$ cat src/rtl/cal_seq_defs.svh
// Contract
// - Ready output low when sequence done
// - First result comes from automatic conversion
// - Mode field returns to zero after calibration
// - Mode clears after calibration time, before ready
// - Ready adds one more period (codes 010, 011) or three more (codes 001, 100, 110, 111), plus pipeline delay
// - Code 001: self ZS+FS, 6 and 9
// - Code 010: system ZS, 3 and 4
// - Code 011: system FS, 3 and 4
// - Code 100: system ZS+internal FS, 6, 9
// - Code 101: background, never cleared, ready 6
// - Code 110: self ZS only, 3 and 6
// - Code 111: self FS only, 3 and 6
// - Result loads at first-notch rate
// - Notch rate programmable over 12-bit code
// - Three-wire port, select held low
`ifndef CAL_SEQ_DEFS_SVH
`define CAL_SEQ_DEFS_SVH

`define CLK_HZ             40000000
`define MCLK_PER_CLK       1
`define PIPE_DELAY_MCLK    2000
`define PIPE_CYCLES        (`PIPE_DELAY_MCLK * `MCLK_PER_CLK)
`define NOTCH_PRESCALE     128
`define NOTCH_CODE_W       12
`define RATE_CNT_W         19
`define PIPE_CNT_W         11
`define PER_CNT_W          4

`define MODE_NORMAL        3'h0
`define MODE_SELF          3'h1
`define MODE_SYS_ZS        3'h2
`define MODE_SYS_FS        3'h3
`define MODE_SYS_OFFSET    3'h4
`define MODE_BACKGROUND    3'h5
`define MODE_SELF_ZS       3'h6
`define MODE_SELF_FS       3'h7

`define PER_ONE_STEP       4'h3
`define PER_TWO_STEP       4'h6
`define PER_RDY_TWO_STEP   4'h9
`define PER_RDY_SYS        4'h4
`define PER_RDY_SELF_ONE   4'h6
`define PER_RDY_BG         4'h6

`define ADDR_MODE          8'h00
`define ADDR_NOTCH         8'h04
`define ADDR_DATA          8'h08
`define ADDR_STATUS        8'h0c
`define ADDR_MASK          8'h10
`define ADDR_ZS_COEF       8'h14
`define ADDR_FS_COEF       8'h18

`define MODE_F_LSB         0
`define MODE_RESTART_BIT   3
`define MODE_CHAN_LSB      4
`define STAT_BUSY_BIT      8
`define STAT_READY_BIT     9
`define STAT_SELECT_BIT    10

`define RST_NOTCH          12'h180
`define RST_ZS_COEF        24'h1f4000
`define RST_FS_COEF        24'h5761ab
`define NUM_CHAN           3

`endif

$ cat src/rtl/cal_seq_pkg.sv
`include "cal_seq_defs.svh"
package cal_seq_pkg;

   typedef enum logic [2:0] {
      S_NORMAL,
      S_CAL,
      S_CONV,
      S_PIPE,
      S_BG
   } seq_state_t;

   typedef struct packed {
      logic [`RATE_CNT_W-1:0] cnt;
      logic                   tick;
   } timer_regs_t;

   typedef struct packed {
      seq_state_t                     st;
      logic [2:0]                     mode;
      logic [2:0]                     kind;
      logic                           restart_bit;
      logic [1:0]                     chan;
      logic [`NOTCH_CODE_W-1:0]       notch;
      logic [`PER_CNT_W-1:0]          per;
      logic [`PIPE_CNT_W-1:0]         pipe;
      logic [23:0]                    result;
      logic                           rdy_n;
      logic [1:0]                     ists;
      logic [1:0]                     imask;
      logic [`NUM_CHAN-1:0][23:0]     zs;
      logic [`NUM_CHAN-1:0][23:0]     fs;
      logic                           wr_pend;
      logic [7:0]                     waddr;
      logic [31:0]                    rdata;
      logic [1:0]                     sel_sync;
      logic                           restart;
   } seq_regs_t;

   function automatic logic [`PER_CNT_W-1:0] clear_periods(input logic [2:0] k);
      unique case (k)
         `MODE_SELF, `MODE_SYS_OFFSET: clear_periods = `PER_TWO_STEP;
         default:                      clear_periods = `PER_ONE_STEP;
      endcase
   endfunction

   function automatic logic [`PER_CNT_W-1:0] ready_periods(input logic [2:0] k);
      unique case (k)
         `MODE_SELF, `MODE_SYS_OFFSET: ready_periods = `PER_RDY_TWO_STEP;
         `MODE_SYS_ZS, `MODE_SYS_FS:   ready_periods = `PER_RDY_SYS;
         default:                      ready_periods = `PER_RDY_SELF_ONE;
      endcase
   endfunction

   // Returns {store_fs, store_zs} for the period that has just ended
   function automatic logic [1:0] cal_store(input logic [2:0] k,
                                            input logic [`PER_CNT_W-1:0] p);
      cal_store = 2'h0;
      unique case (k)
         `MODE_SELF, `MODE_SYS_OFFSET: begin
            if (p == `PER_ONE_STEP)
               cal_store = 2'h1;
            else if (p == `PER_TWO_STEP)
               cal_store = 2'h2;
         end
         `MODE_SYS_ZS, `MODE_SELF_ZS, `MODE_BACKGROUND: begin
            if (p == `PER_ONE_STEP)
               cal_store = 2'h1;
         end
         `MODE_SYS_FS, `MODE_SELF_FS: begin
            if (p == `PER_ONE_STEP)
               cal_store = 2'h2;
         end
         default: cal_store = 2'h0;
      endcase
   endfunction

endpackage

$ cat src/rtl/output_rate_timer.sv
`timescale 1ns/1ps
`include "cal_seq_defs.svh"
module output_rate_timer
   import cal_seq_pkg::*;
(
   // Clock and reset
   input  wire logic                     clk,
   input  wire logic                     arst_n,
   // Control
   input  wire logic                     restart,
   input  wire logic                     hold,
   input  wire logic [`NOTCH_CODE_W-1:0] notch_code,
   // Output rate strobe
   output logic                          tick
);

   timer_regs_t r_reg;
   timer_regs_t r_next;
   logic [`RATE_CNT_W-1:0] period_last;

   always_comb begin
      // A code of zero would stall the filter, so it counts as one
      period_last = `RATE_CNT_W'(`RATE_CNT_W'(`NOTCH_PRESCALE)
                    * `RATE_CNT_W'((notch_code == '0) ? 12'h001 : notch_code) - 1);
      r_next      = r_reg;
      r_next.tick = 1'b0;
      if (restart || hold) begin
         r_next.cnt = '0;
      end else if (r_reg.cnt >= period_last) begin
         r_next.cnt  = '0;
         r_next.tick = 1'b1;
      end else begin
         r_next.cnt = `RATE_CNT_W'(r_reg.cnt + 1'b1);
      end
   end

   always_ff @(posedge clk or negedge arst_n) begin
      if (!arst_n)
         r_reg <= '0;
      else
         r_reg <= r_next;
   end

   assign tick = r_reg.tick;

endmodule

$ cat src/rtl/adc_calibration_sequencer.sv
`timescale 1ns/1ps
`include "cal_seq_defs.svh"
module adc_calibration_sequencer
   import cal_seq_pkg::*;
(
   // Clock and reset
   input  wire logic        clk,
   input  wire logic        arst_n,

   // AHB-Lite slave
   input  wire logic        hsel,
   input  wire logic [7:0]  haddr,
   input  wire logic [1:0]  htrans,
   input  wire logic        hwrite,
   input  wire logic [2:0]  hsize,
   input  wire logic [31:0] hwdata,
   input  wire logic        hready,
   output logic             hreadyout,
   output logic             hresp,
   output logic [31:0]      hrdata,

   // Filter output and serial port select pin
   input  wire logic [23:0] filter_data,
   input  wire logic        serial_select_n,

   // Converter status
   output logic             result_ready_n,
   output logic             filter_tick,
   output logic             irq
);

   seq_regs_t r_reg;
   seq_regs_t r_next;

   logic       tick;
   logic       accept;
   logic [1:0] chan_idx;
   logic [1:0] store;
   logic [`PER_CNT_W-1:0] per_inc;
   logic       step;
   logic       mode_wr;

   output_rate_timer u_rate (
      .clk        (clk),
      .arst_n     (arst_n),
      .restart    (r_reg.restart),
      .hold       (r_reg.restart_bit),
      .notch_code (r_reg.notch),
      .tick       (tick)
   );

   function automatic logic [1:0] sel_chan(input logic [1:0] c);
      sel_chan = (c == 2'h3) ? 2'h2 : c;
   endfunction

   function automatic logic [31:0] read_mux(input seq_regs_t s, input logic [7:0] a);
      read_mux = 32'h0;
      unique case (a)
         `ADDR_MODE: begin
            read_mux[`MODE_F_LSB +: 3]     = s.mode;
            read_mux[`MODE_RESTART_BIT]    = s.restart_bit;
            read_mux[`MODE_CHAN_LSB +: 2]  = s.chan;
         end
         `ADDR_NOTCH:   read_mux[`NOTCH_CODE_W-1:0] = s.notch;
         `ADDR_DATA:    read_mux[23:0] = s.result;
         `ADDR_STATUS: begin
            read_mux[1:0]              = s.ists;
            read_mux[`STAT_BUSY_BIT]   = (s.st != S_NORMAL);
            read_mux[`STAT_READY_BIT]  = ~s.rdy_n;
            read_mux[`STAT_SELECT_BIT] = ~s.sel_sync[1];
         end
         `ADDR_MASK:    read_mux[1:0] = s.imask;
         `ADDR_ZS_COEF: read_mux[23:0] = s.zs[sel_chan(s.chan)];
         `ADDR_FS_COEF: read_mux[23:0] = s.fs[sel_chan(s.chan)];
         default:       read_mux = 32'h0;
      endcase
   endfunction

   always_comb begin
      r_next          = r_reg;
      r_next.restart  = 1'b0;
      r_next.wr_pend  = 1'b0;
      r_next.sel_sync = {r_reg.sel_sync[0], serial_select_n};
      accept          = hsel && htrans[1] && hready;
      chan_idx        = sel_chan(r_reg.chan);
      per_inc         = `PER_CNT_W'(r_reg.per + 1'b1);
      store           = cal_store(r_reg.kind, per_inc);
      mode_wr         = r_reg.wr_pend && (r_reg.waddr == `ADDR_MODE);
      // A tick from before a restart, or meeting a mode write, must not count a period
      step            = tick && !r_reg.restart && !mode_wr;

      // Register writes land in the data phase
      if (r_reg.wr_pend) begin
         unique case (r_reg.waddr)
            `ADDR_MODE: begin
               r_next.mode        = hwdata[`MODE_F_LSB +: 3];
               r_next.kind        = hwdata[`MODE_F_LSB +: 3];
               r_next.restart_bit = hwdata[`MODE_RESTART_BIT];
               r_next.chan        = hwdata[`MODE_CHAN_LSB +: 2];
               r_next.per         = '0;
               r_next.pipe        = '0;
               if (hwdata[`MODE_F_LSB +: 3] == `MODE_NORMAL) begin
                  r_next.st = S_NORMAL;
               end else begin
                  // Any calibration restarts the filter and retracts old data
                  r_next.restart = 1'b1;
                  r_next.rdy_n   = 1'b1;
                  r_next.st      = (hwdata[`MODE_F_LSB +: 3] == `MODE_BACKGROUND) ?
                                   S_BG : S_CAL;
               end
            end
            `ADDR_NOTCH: begin
               r_next.notch   = hwdata[`NOTCH_CODE_W-1:0];
               r_next.restart = 1'b1;
            end
            `ADDR_STATUS:  r_next.ists = r_reg.ists & ~hwdata[1:0];
            `ADDR_MASK:    r_next.imask = hwdata[1:0];
            `ADDR_ZS_COEF: r_next.zs[chan_idx] = hwdata[23:0];
            `ADDR_FS_COEF: r_next.fs[chan_idx] = hwdata[23:0];
            default: ;
         endcase
      end

      // Address phase: reads are prepared here so hrdata comes from a flop
      if (accept) begin
         r_next.waddr   = {haddr[7:2], 2'b00};
         r_next.wr_pend = hwrite;
         if (!hwrite) begin
            r_next.rdata = read_mux(r_reg, {haddr[7:2], 2'b00});
            if ({haddr[7:2], 2'b00} == `ADDR_DATA)
               r_next.rdy_n = 1'b1;
         end
      end

      // Sequencer; placed after the bus so a set beats a clear
      unique case (r_reg.st)
         S_NORMAL: begin
            if (step) begin
               r_next.result  = filter_data;
               r_next.rdy_n   = 1'b0;
               r_next.ists[1] = 1'b1;
            end
         end
         S_CAL: begin
            if (step) begin
               r_next.per = per_inc;
               if (store[0])
                  r_next.zs[chan_idx] = filter_data;
               if (store[1])
                  r_next.fs[chan_idx] = filter_data;
               if (per_inc == clear_periods(r_reg.kind)) begin
                  r_next.mode    = `MODE_NORMAL;
                  r_next.ists[0] = 1'b1;
                  r_next.st      = S_CONV;
               end
            end
         end
         S_CONV: begin
            if (step) begin
               r_next.per = per_inc;
               if (per_inc == ready_periods(r_reg.kind)) begin
                  r_next.st   = S_PIPE;
                  r_next.pipe = '0;
               end
            end
         end
         S_PIPE: begin
            if (!mode_wr && r_reg.pipe == `PIPE_CNT_W'(`PIPE_CYCLES - 1)) begin
               r_next.result  = filter_data;
               r_next.rdy_n   = 1'b0;
               r_next.ists[1] = 1'b1;
               r_next.st      = S_NORMAL;
            end else begin
               r_next.pipe = `PIPE_CNT_W'(r_reg.pipe + 1'b1);
            end
         end
         S_BG: begin
            if (step) begin
               r_next.per = per_inc;
               if (store[0])
                  r_next.zs[chan_idx] = filter_data;
               if (per_inc == `PER_RDY_BG) begin
                  r_next.per     = '0;
                  r_next.result  = filter_data;
                  r_next.rdy_n   = 1'b0;
                  r_next.ists[1] = 1'b1;
               end
            end
         end
         default: r_next.st = S_NORMAL;
      endcase
   end

   always_ff @(posedge clk or negedge arst_n) begin
      if (!arst_n) begin
         r_reg          <= '0;
         r_reg.st       <= S_NORMAL;
         r_reg.notch    <= `RST_NOTCH;
         r_reg.rdy_n    <= 1'b1;
         r_reg.sel_sync <= 2'b11;
         r_reg.zs       <= {`NUM_CHAN{`RST_ZS_COEF}};
         r_reg.fs       <= {`NUM_CHAN{`RST_FS_COEF}};
      end else begin
         r_reg <= r_next;
      end
   end

   // Zero wait states; the bus never sees an error
   assign hreadyout      = 1'b1;
   assign hresp          = 1'b0;
   assign hrdata         = r_reg.rdata;
   assign result_ready_n = r_reg.rdy_n;
   assign filter_tick    = step;
   assign irq            = |(r_reg.ists & r_reg.imask);

   // select pin only reported, port assumed three-wire
   logic unused_ok;
   assign unused_ok = ^hsize;

endmodule

$ cat config.mk
export PLATFORM = sky130hd
export DESIGN_NAME = adc_calibration_sequencer
export DESIGN_NICKNAME = d
export VERILOG_FILES = /design/src/rtl/cal_seq_pkg.sv /design/src/rtl/output_rate_timer.sv /design/src/rtl/adc_calibration_sequencer.sv
export VERILOG_INCLUDE_DIRS = /design/src /design/src/rtl
export SDC_FILE = /design/constraint.sdc
export NUM_CORES = 1
export LEC_CHECK = 0
export BUFFER_PORTS_ARGS = -buffer_cell sky130_fd_sc_hd__buf_2
export CORE_ASPECT_RATIO = 0.9
export CORE_MARGIN = 5
export CORE_UTILIZATION = 65
export CTS_BUF_LIST = sky130_fd_sc_hd__clkbuf_4
export DETAILED_ROUTE_END_ITERATION = 8
export GPL_ROUTABILITY_DRIVEN = 1
export PLACE_DENSITY = 0.85
export RECOVER_POWER = 25
export SLEW_MARGIN = 20
export SYNTH_ARGS = -nofsm -noshare
export SYNTH_HDL_FRONTEND = slang
export SYNTH_SLANG_ARGS = --single-unit
export TNS_END_PERCENT = 1
$ cat constraint.sdc
create_clock -name clk -period 5.7 [get_ports clk]
set_input_delay 0.855 -clock clk [delete_from_list [all_inputs] [get_ports clk]]
set_output_delay 0.855 -clock clk [all_outputs]
set_load 0.01 [all_outputs]
; Yosys cells after proc, flatten, opt, wreduce, memory -nomap -nowiden
; Index checks and enable logic that the tools add are counted.
[word_totals]
ff_bits = 266
latch_bits = 0
ramBits = 0
mem_bits_ro = 0
output_inout_bits = 37
word_cells = 182
memories = 0
[op_classes]
addsub = 4
mul = 0
div = 0
order_cmp = 3
eq_ne = 33
shifts = 0
n_mux = 83
n_bitwise = 6
n_reduce_logical = 28
[op_table]
columns = op, n
row1 = 2-to-1 mux 72 bit, 6
row2 = bitwise mux 72 bit, 4
row3 = 2-to-1 mux 149 bit, 1
row4 = 2-to-1 mux 144 bit, 1
row5 = case mux 72 bit (2 select lines), 1
row6 = 2-to-1 mux 26 bit, 4
row7 = binary-select mux 24 bit (select 2 bit), 2
row8 = 2-to-1 mux 24 bit, 4
row9 = case mux 26 bit (3 select lines), 1
row10 = demux 24 bit (select 2 bit), 1
row11 = 2-to-1 mux 41 bit, 1
row12 = 2-to-1 mux 39 bit, 1
row13 = 2-to-1 mux 19 bit, 2
row14 = equality test 6 x 3 -> 1 bit (second input constant), 6
row15 = 2-to-1 mux 12 bit, 3
row16 = case mux 12 bit (3 select lines), 1
row17 = 2-to-1 mux 15 bit, 2
row18 = 2-to-1 mux 4 bit, 7
row19 = 2-to-1 mux 11 bit, 2
row20 = case mux 11 bit (2 select lines), 1
row21 = 2-to-1 mux 3 bit, 7
row22 = case mux 4 bit (5 select lines), 1
row23 = adder 19 x 1 -> 19 bit (second input constant), 1
row24 = greater-or-equal comparator 19 bit, 1
row25 = 43 further kinds, 96

; Logic depth before layout (Yosys ltp)
[logic_depth]
word_depth = 15
depth_mapped = 17
ltp_nobuf = 16

; Cells and area by module
; A second synthesis with hierarchy kept.
[hier_totals]
cells_unflattened = 1511
hier_area_um2 = 14557.7
[by_module_without_submodules]
columns = mod, instances, cells_each, area_per_inst_um2, seq_area_each_um2
row1 = adc_calibration_sequencer, 1, 1344, 13041.3, 6233.5
row2 = output_rate_timer, 1, 167, 1516.5, 500.5

; Worst setup path before layout
; No wires, ideal clock.
[synth_timing]
path_type = flip-flop to flip-flop
start = reg r_reg[241] (netlist bit)
end = reg u_rate.r_reg[11] (netlist bit)
arrival_ns = 3.273
path_slack_ns = 2.354
path_stages_with_launch = 18
synth_period_minus_slack_ns = 3.346
path_cell_list = dfrtp_1 -> or3_1 -> nor3_1 -> a41oi_1 -> ha_1 -> nand2_1 -> nor2_1 -> nand2_1 -> nor3_1 -> xnor2_1 -> ha_1 -> a21o_1 -> a211oi_1 -> o211ai_1 -> a21oi_1 -> o21ai_1 -> clkbuf_1 -> nor2_1
[synth_lines]
columns = item, line
row1 = from (decl), adc_calibration_sequencer.sv:32  ; seq_regs_t r_reg;
row2 = from (signal assigned), adc_calibration_sequencer.sv:204  ; r_reg <= r_next;
row3 = to (signal assigned), output_rate_timer.sv:41  ; r_reg <= r_next;
row4 = to (decl), output_rate_timer.sv:17  ; timer_regs_t r_reg;

==> flow_metrics.tcl <==
set metrics [dict create \
    postCtsSetupRepairBufs 0 \
    core-area_um2 22600 \
    drt-initial-drc-count 1130 \
    finClkSkew_ns 0.0430 \
    synth_area_um2 15100 \
    drv_slew 50 \
    rsz0062_at_grt "no" \
    hold_depth 1 \
    timing.rr.end "u_rate.r_reg[17]" \
    antenna_found_initial 8 \
    syn_to_final_growth_pct 8.91 \
    worst_pin_slew_ns 3.02 \
    crit_required_ns 6.29 \
    dieArea_um2 26300 \
    hold_ws_ns 0.281 \
    cts_tree "done" \
    drc 0 \
    min_period_over_period_pct 66.6 \
    insertion_delay_ns 0.70 \
    cp_slowest_cell "dfrtp_1" \
    ys_seq_elements 266 \
    p_per_area_nw_per_um2 287 \
    vias_per_cell 6.24 \
    rr_worst_depth 17 \
    seq_area_um2 6740 \
    post_drt_wl_per_cell_um 21.0 \
    grt_pass1_wl_mm 62.0 \
    crit_type "register to register" \
    ys_seq_area_share_pct 44.7 \
    status "finished with violations" \
    netlist_instances 1424 \
    synth-edff-count 0 \
    instances_no_fill 1849 \
    grt_max_degree 139 \
    cts-buffers-inserted 72 \
    initial_utilization_pct 66.5 \
    grt_pass1_vias 11675 \
    wirelength_mm 38.8 \
    overflow 0 \
    place.gp.congestion 0.859 \
    combPwrFrac_pct 14.3 \
    dp.cells 1711 \
    switching_share_pct 29.2 \
    row_count 52 \
    path_clk_slew_ns 0.07 \
    htree_num_levels 3 \
    drt_pass1_iterations 5 \
    power.switching_mw 1.37 \
    violations "capacitance limit, slew limit" \
    postRouteAntennaNets 0 \
    clock_path_buffers 3 \
    cts_sinks 266 \
    setup_violations 0 \
    die-height_um 154 \
    io_pins 112 \
    intPower_mw 3.33 \
    crit_fanout 19 \
    hold_end "r_next[2]" \
    crit_chain "or3_1, nor3_1, a41oi_1, ha_1, nand2_1, nor2_1, nand2_1, nor3_1, xnor2_1, ha_1, a21o_1, a211oi_1, o211ai_1, a21oi_1, o21ai_1, buf_4, nor2_1" \
    layout_min_cycle_time_ns 3.80 \
    dp_hpwl_mm 23.8 \
    peakVddDrop_uv 192 \
    fill_cells 1560 \
    relSlewSlack_pct -101 \
    largest_register_ffs 220 \
    p_leak_nw 7.72 \
    vias 11536 \
    cp-start-kind "register" \
    pwr-share-seq_pct 46.8 \
    rr_startpoint "r_reg[241]" \
    port_buffers 87 \
    cts_root_buf "clkbuf_4" \
    holdCritPathClass "primary input to register" \
    hold_violations 0 \
    timing.fmax_mhz 263 \
    ctsHoldBuffers 0 \
    hp-start "serial_select_n" \
    multi_input_area_um2 7660 \
    cap_violations 1 \
    fin_tns_setup_ns 0 \
    nets 1582 \
    cts_resized 0 \
    rrSetupSlack_ns 1.90 \
    synthFlopType "dfrtp_1" \
    clkPwrFrac_pct 38.8 \
    yosysUniqueCellTypes 74 \
    synth_async_sr_flop_share_pct 100 \
    ys_warn_count 0 \
    crit_path_end_kind "register" \
    layout-drive-gt1-share_pct 32.6 \
    critPathArrivalTime_ns 4.39 \
    track_usage_pct 29.5 \
    die_x_um 170 \
    cp_slowest_stage_delay_ns 0.46 \
    post_synth.cell_area_avg_um2 10.6 \
]
[power by group through the flow]
stage          clock network (mW)  logic, mW  registers [mW]
2_1_floorplan                   0      0.526            2.13
3_3_place_gp                    0      0.626            2.22
3_5_place_dp                    0      0.652            2.23
4_1_cts                      1.86      0.660            2.20
5_1_grt                      1.97      0.740            2.22
6_report                     1.83      0.674            2.20
[critical path, delay by kind of cell (launching register included)]
kind / cells / cell delay [ns]
and+or+nand+nor: 7 / 1.17
buffers and inverters: 1 / 0.21
AOI/OAI and AO/OA: 6 / 1.13
adders and majority gates: 2 / 0.52
DFF: 1 / 0.46
xor gates and xnor gates: 1 / 0.18
[final cells by class]
type	instances	share of cell area, %
Timing Repair Buffer	102	3.53
Inverter	15	0.343
Clock buffer	116	5.31
Multi-Input combinational cell	1032	46.7
Antenna cell	5	0.0763
Tap cell	297	2.27
Sequential cell	266	41.1
Clock inverter	16	0.709
[per-stage QoR]
stage                     worst slack, ns  instance area [µm²]  power [mW]  utilization, %
after floorplan                      2.35                15100        2.65               -
after global placement               2.17                15400        2.84            67.8
after detailed placement             2.07                15400        2.88            67.8
after CTS                            1.96                16300        4.71            72.2
after global routing                 1.67                16400        4.92            72.5
final                                1.90                16400        4.71            72.5
[per-layer routing]
layer / vias to the layer above / global-route usage (%) / share of wire, %
met2: 527 / 45.6 / 47
li1: 5200 / - / -
met5: - / 0 / 0.080
met4: 6 / 12.8 / 3.0
met1: 5698 / 40.4 / 42
met3: 105 / 6.56 / 8.4
[Yosys cell counts (18+ instances only)]
cell type,number,share of area [%]
a22oi_1,29,1.4
o21ai_0,72,2.4
clkbuf_1,45,1.1
dfrtp_1,204,34
buf_2,31,1.0
nor2_1,130,3.2
dfstp_2,62,11
mux2_4,60,6.0
mux2i_1,124,8.2
nand3_1,21,0.70
xnor2_1,19,1.1
buf_4,34,1.7
mux2_2,128,9.6
ha_1,18,1.5
nand2_1,152,3.8
nor3_1,23,0.76
a21oi_1,90,3.0
[cell families (layout without fill, tap and decap cells)]
kind of cell,Yosys count,in the layout,share of synthesized area (%)
simple gates,394,394,12.0
mux,313,313,23.9
flops,266,266,44.7
compound gates,261,261,10.7
buf+inv,134,249,5.09
xor+xnor,36,36,2.09
fa+ha+maj,18,18,1.50
other cells,2,15,0.0499
[worst max-delay path by stage]
stage,endpoint,slack (ns),from
final,u_rate.r_reg[17],1.90,r_reg[241]
after CTS,u_rate.r_reg[19],1.96,r_reg[241]
after global placement,u_rate.r_reg[19],2.17,r_reg[241]
after floorplan,u_rate.r_reg[11],2.35,r_reg[241]
after detailed placement,u_rate.r_reg[19],2.07,r_reg[241]
after global routing,u_rate.r_reg[10],1.67,r_reg[241]
[layout by cell type, fill, tap and decap left out, types with 7 or more instances in the layout]
master / n
nand3_1: 18
a22oi_1: 29
clkbuf_4: 116
and3_1: 7
conb_1: 10
a21oi_1: 90
ha_1: 18
xnor2_1: 19
a31oi_1: 9
inv_1: 14
buf_2: 86
mux2_2: 128
xor2_1: 17
mux2_4: 60
nor2_1: 128
nand2_1: 151
nor2b_1: 11
dfrtp_1: 202
clkinv_1: 10
o21ai_0: 72
nand4_1: 9
mux2i_1: 124
a22o_1: 15
nor3_1: 23
dfstp_2: 62
buf_4: 13
(Power assumes the default switching activity.)
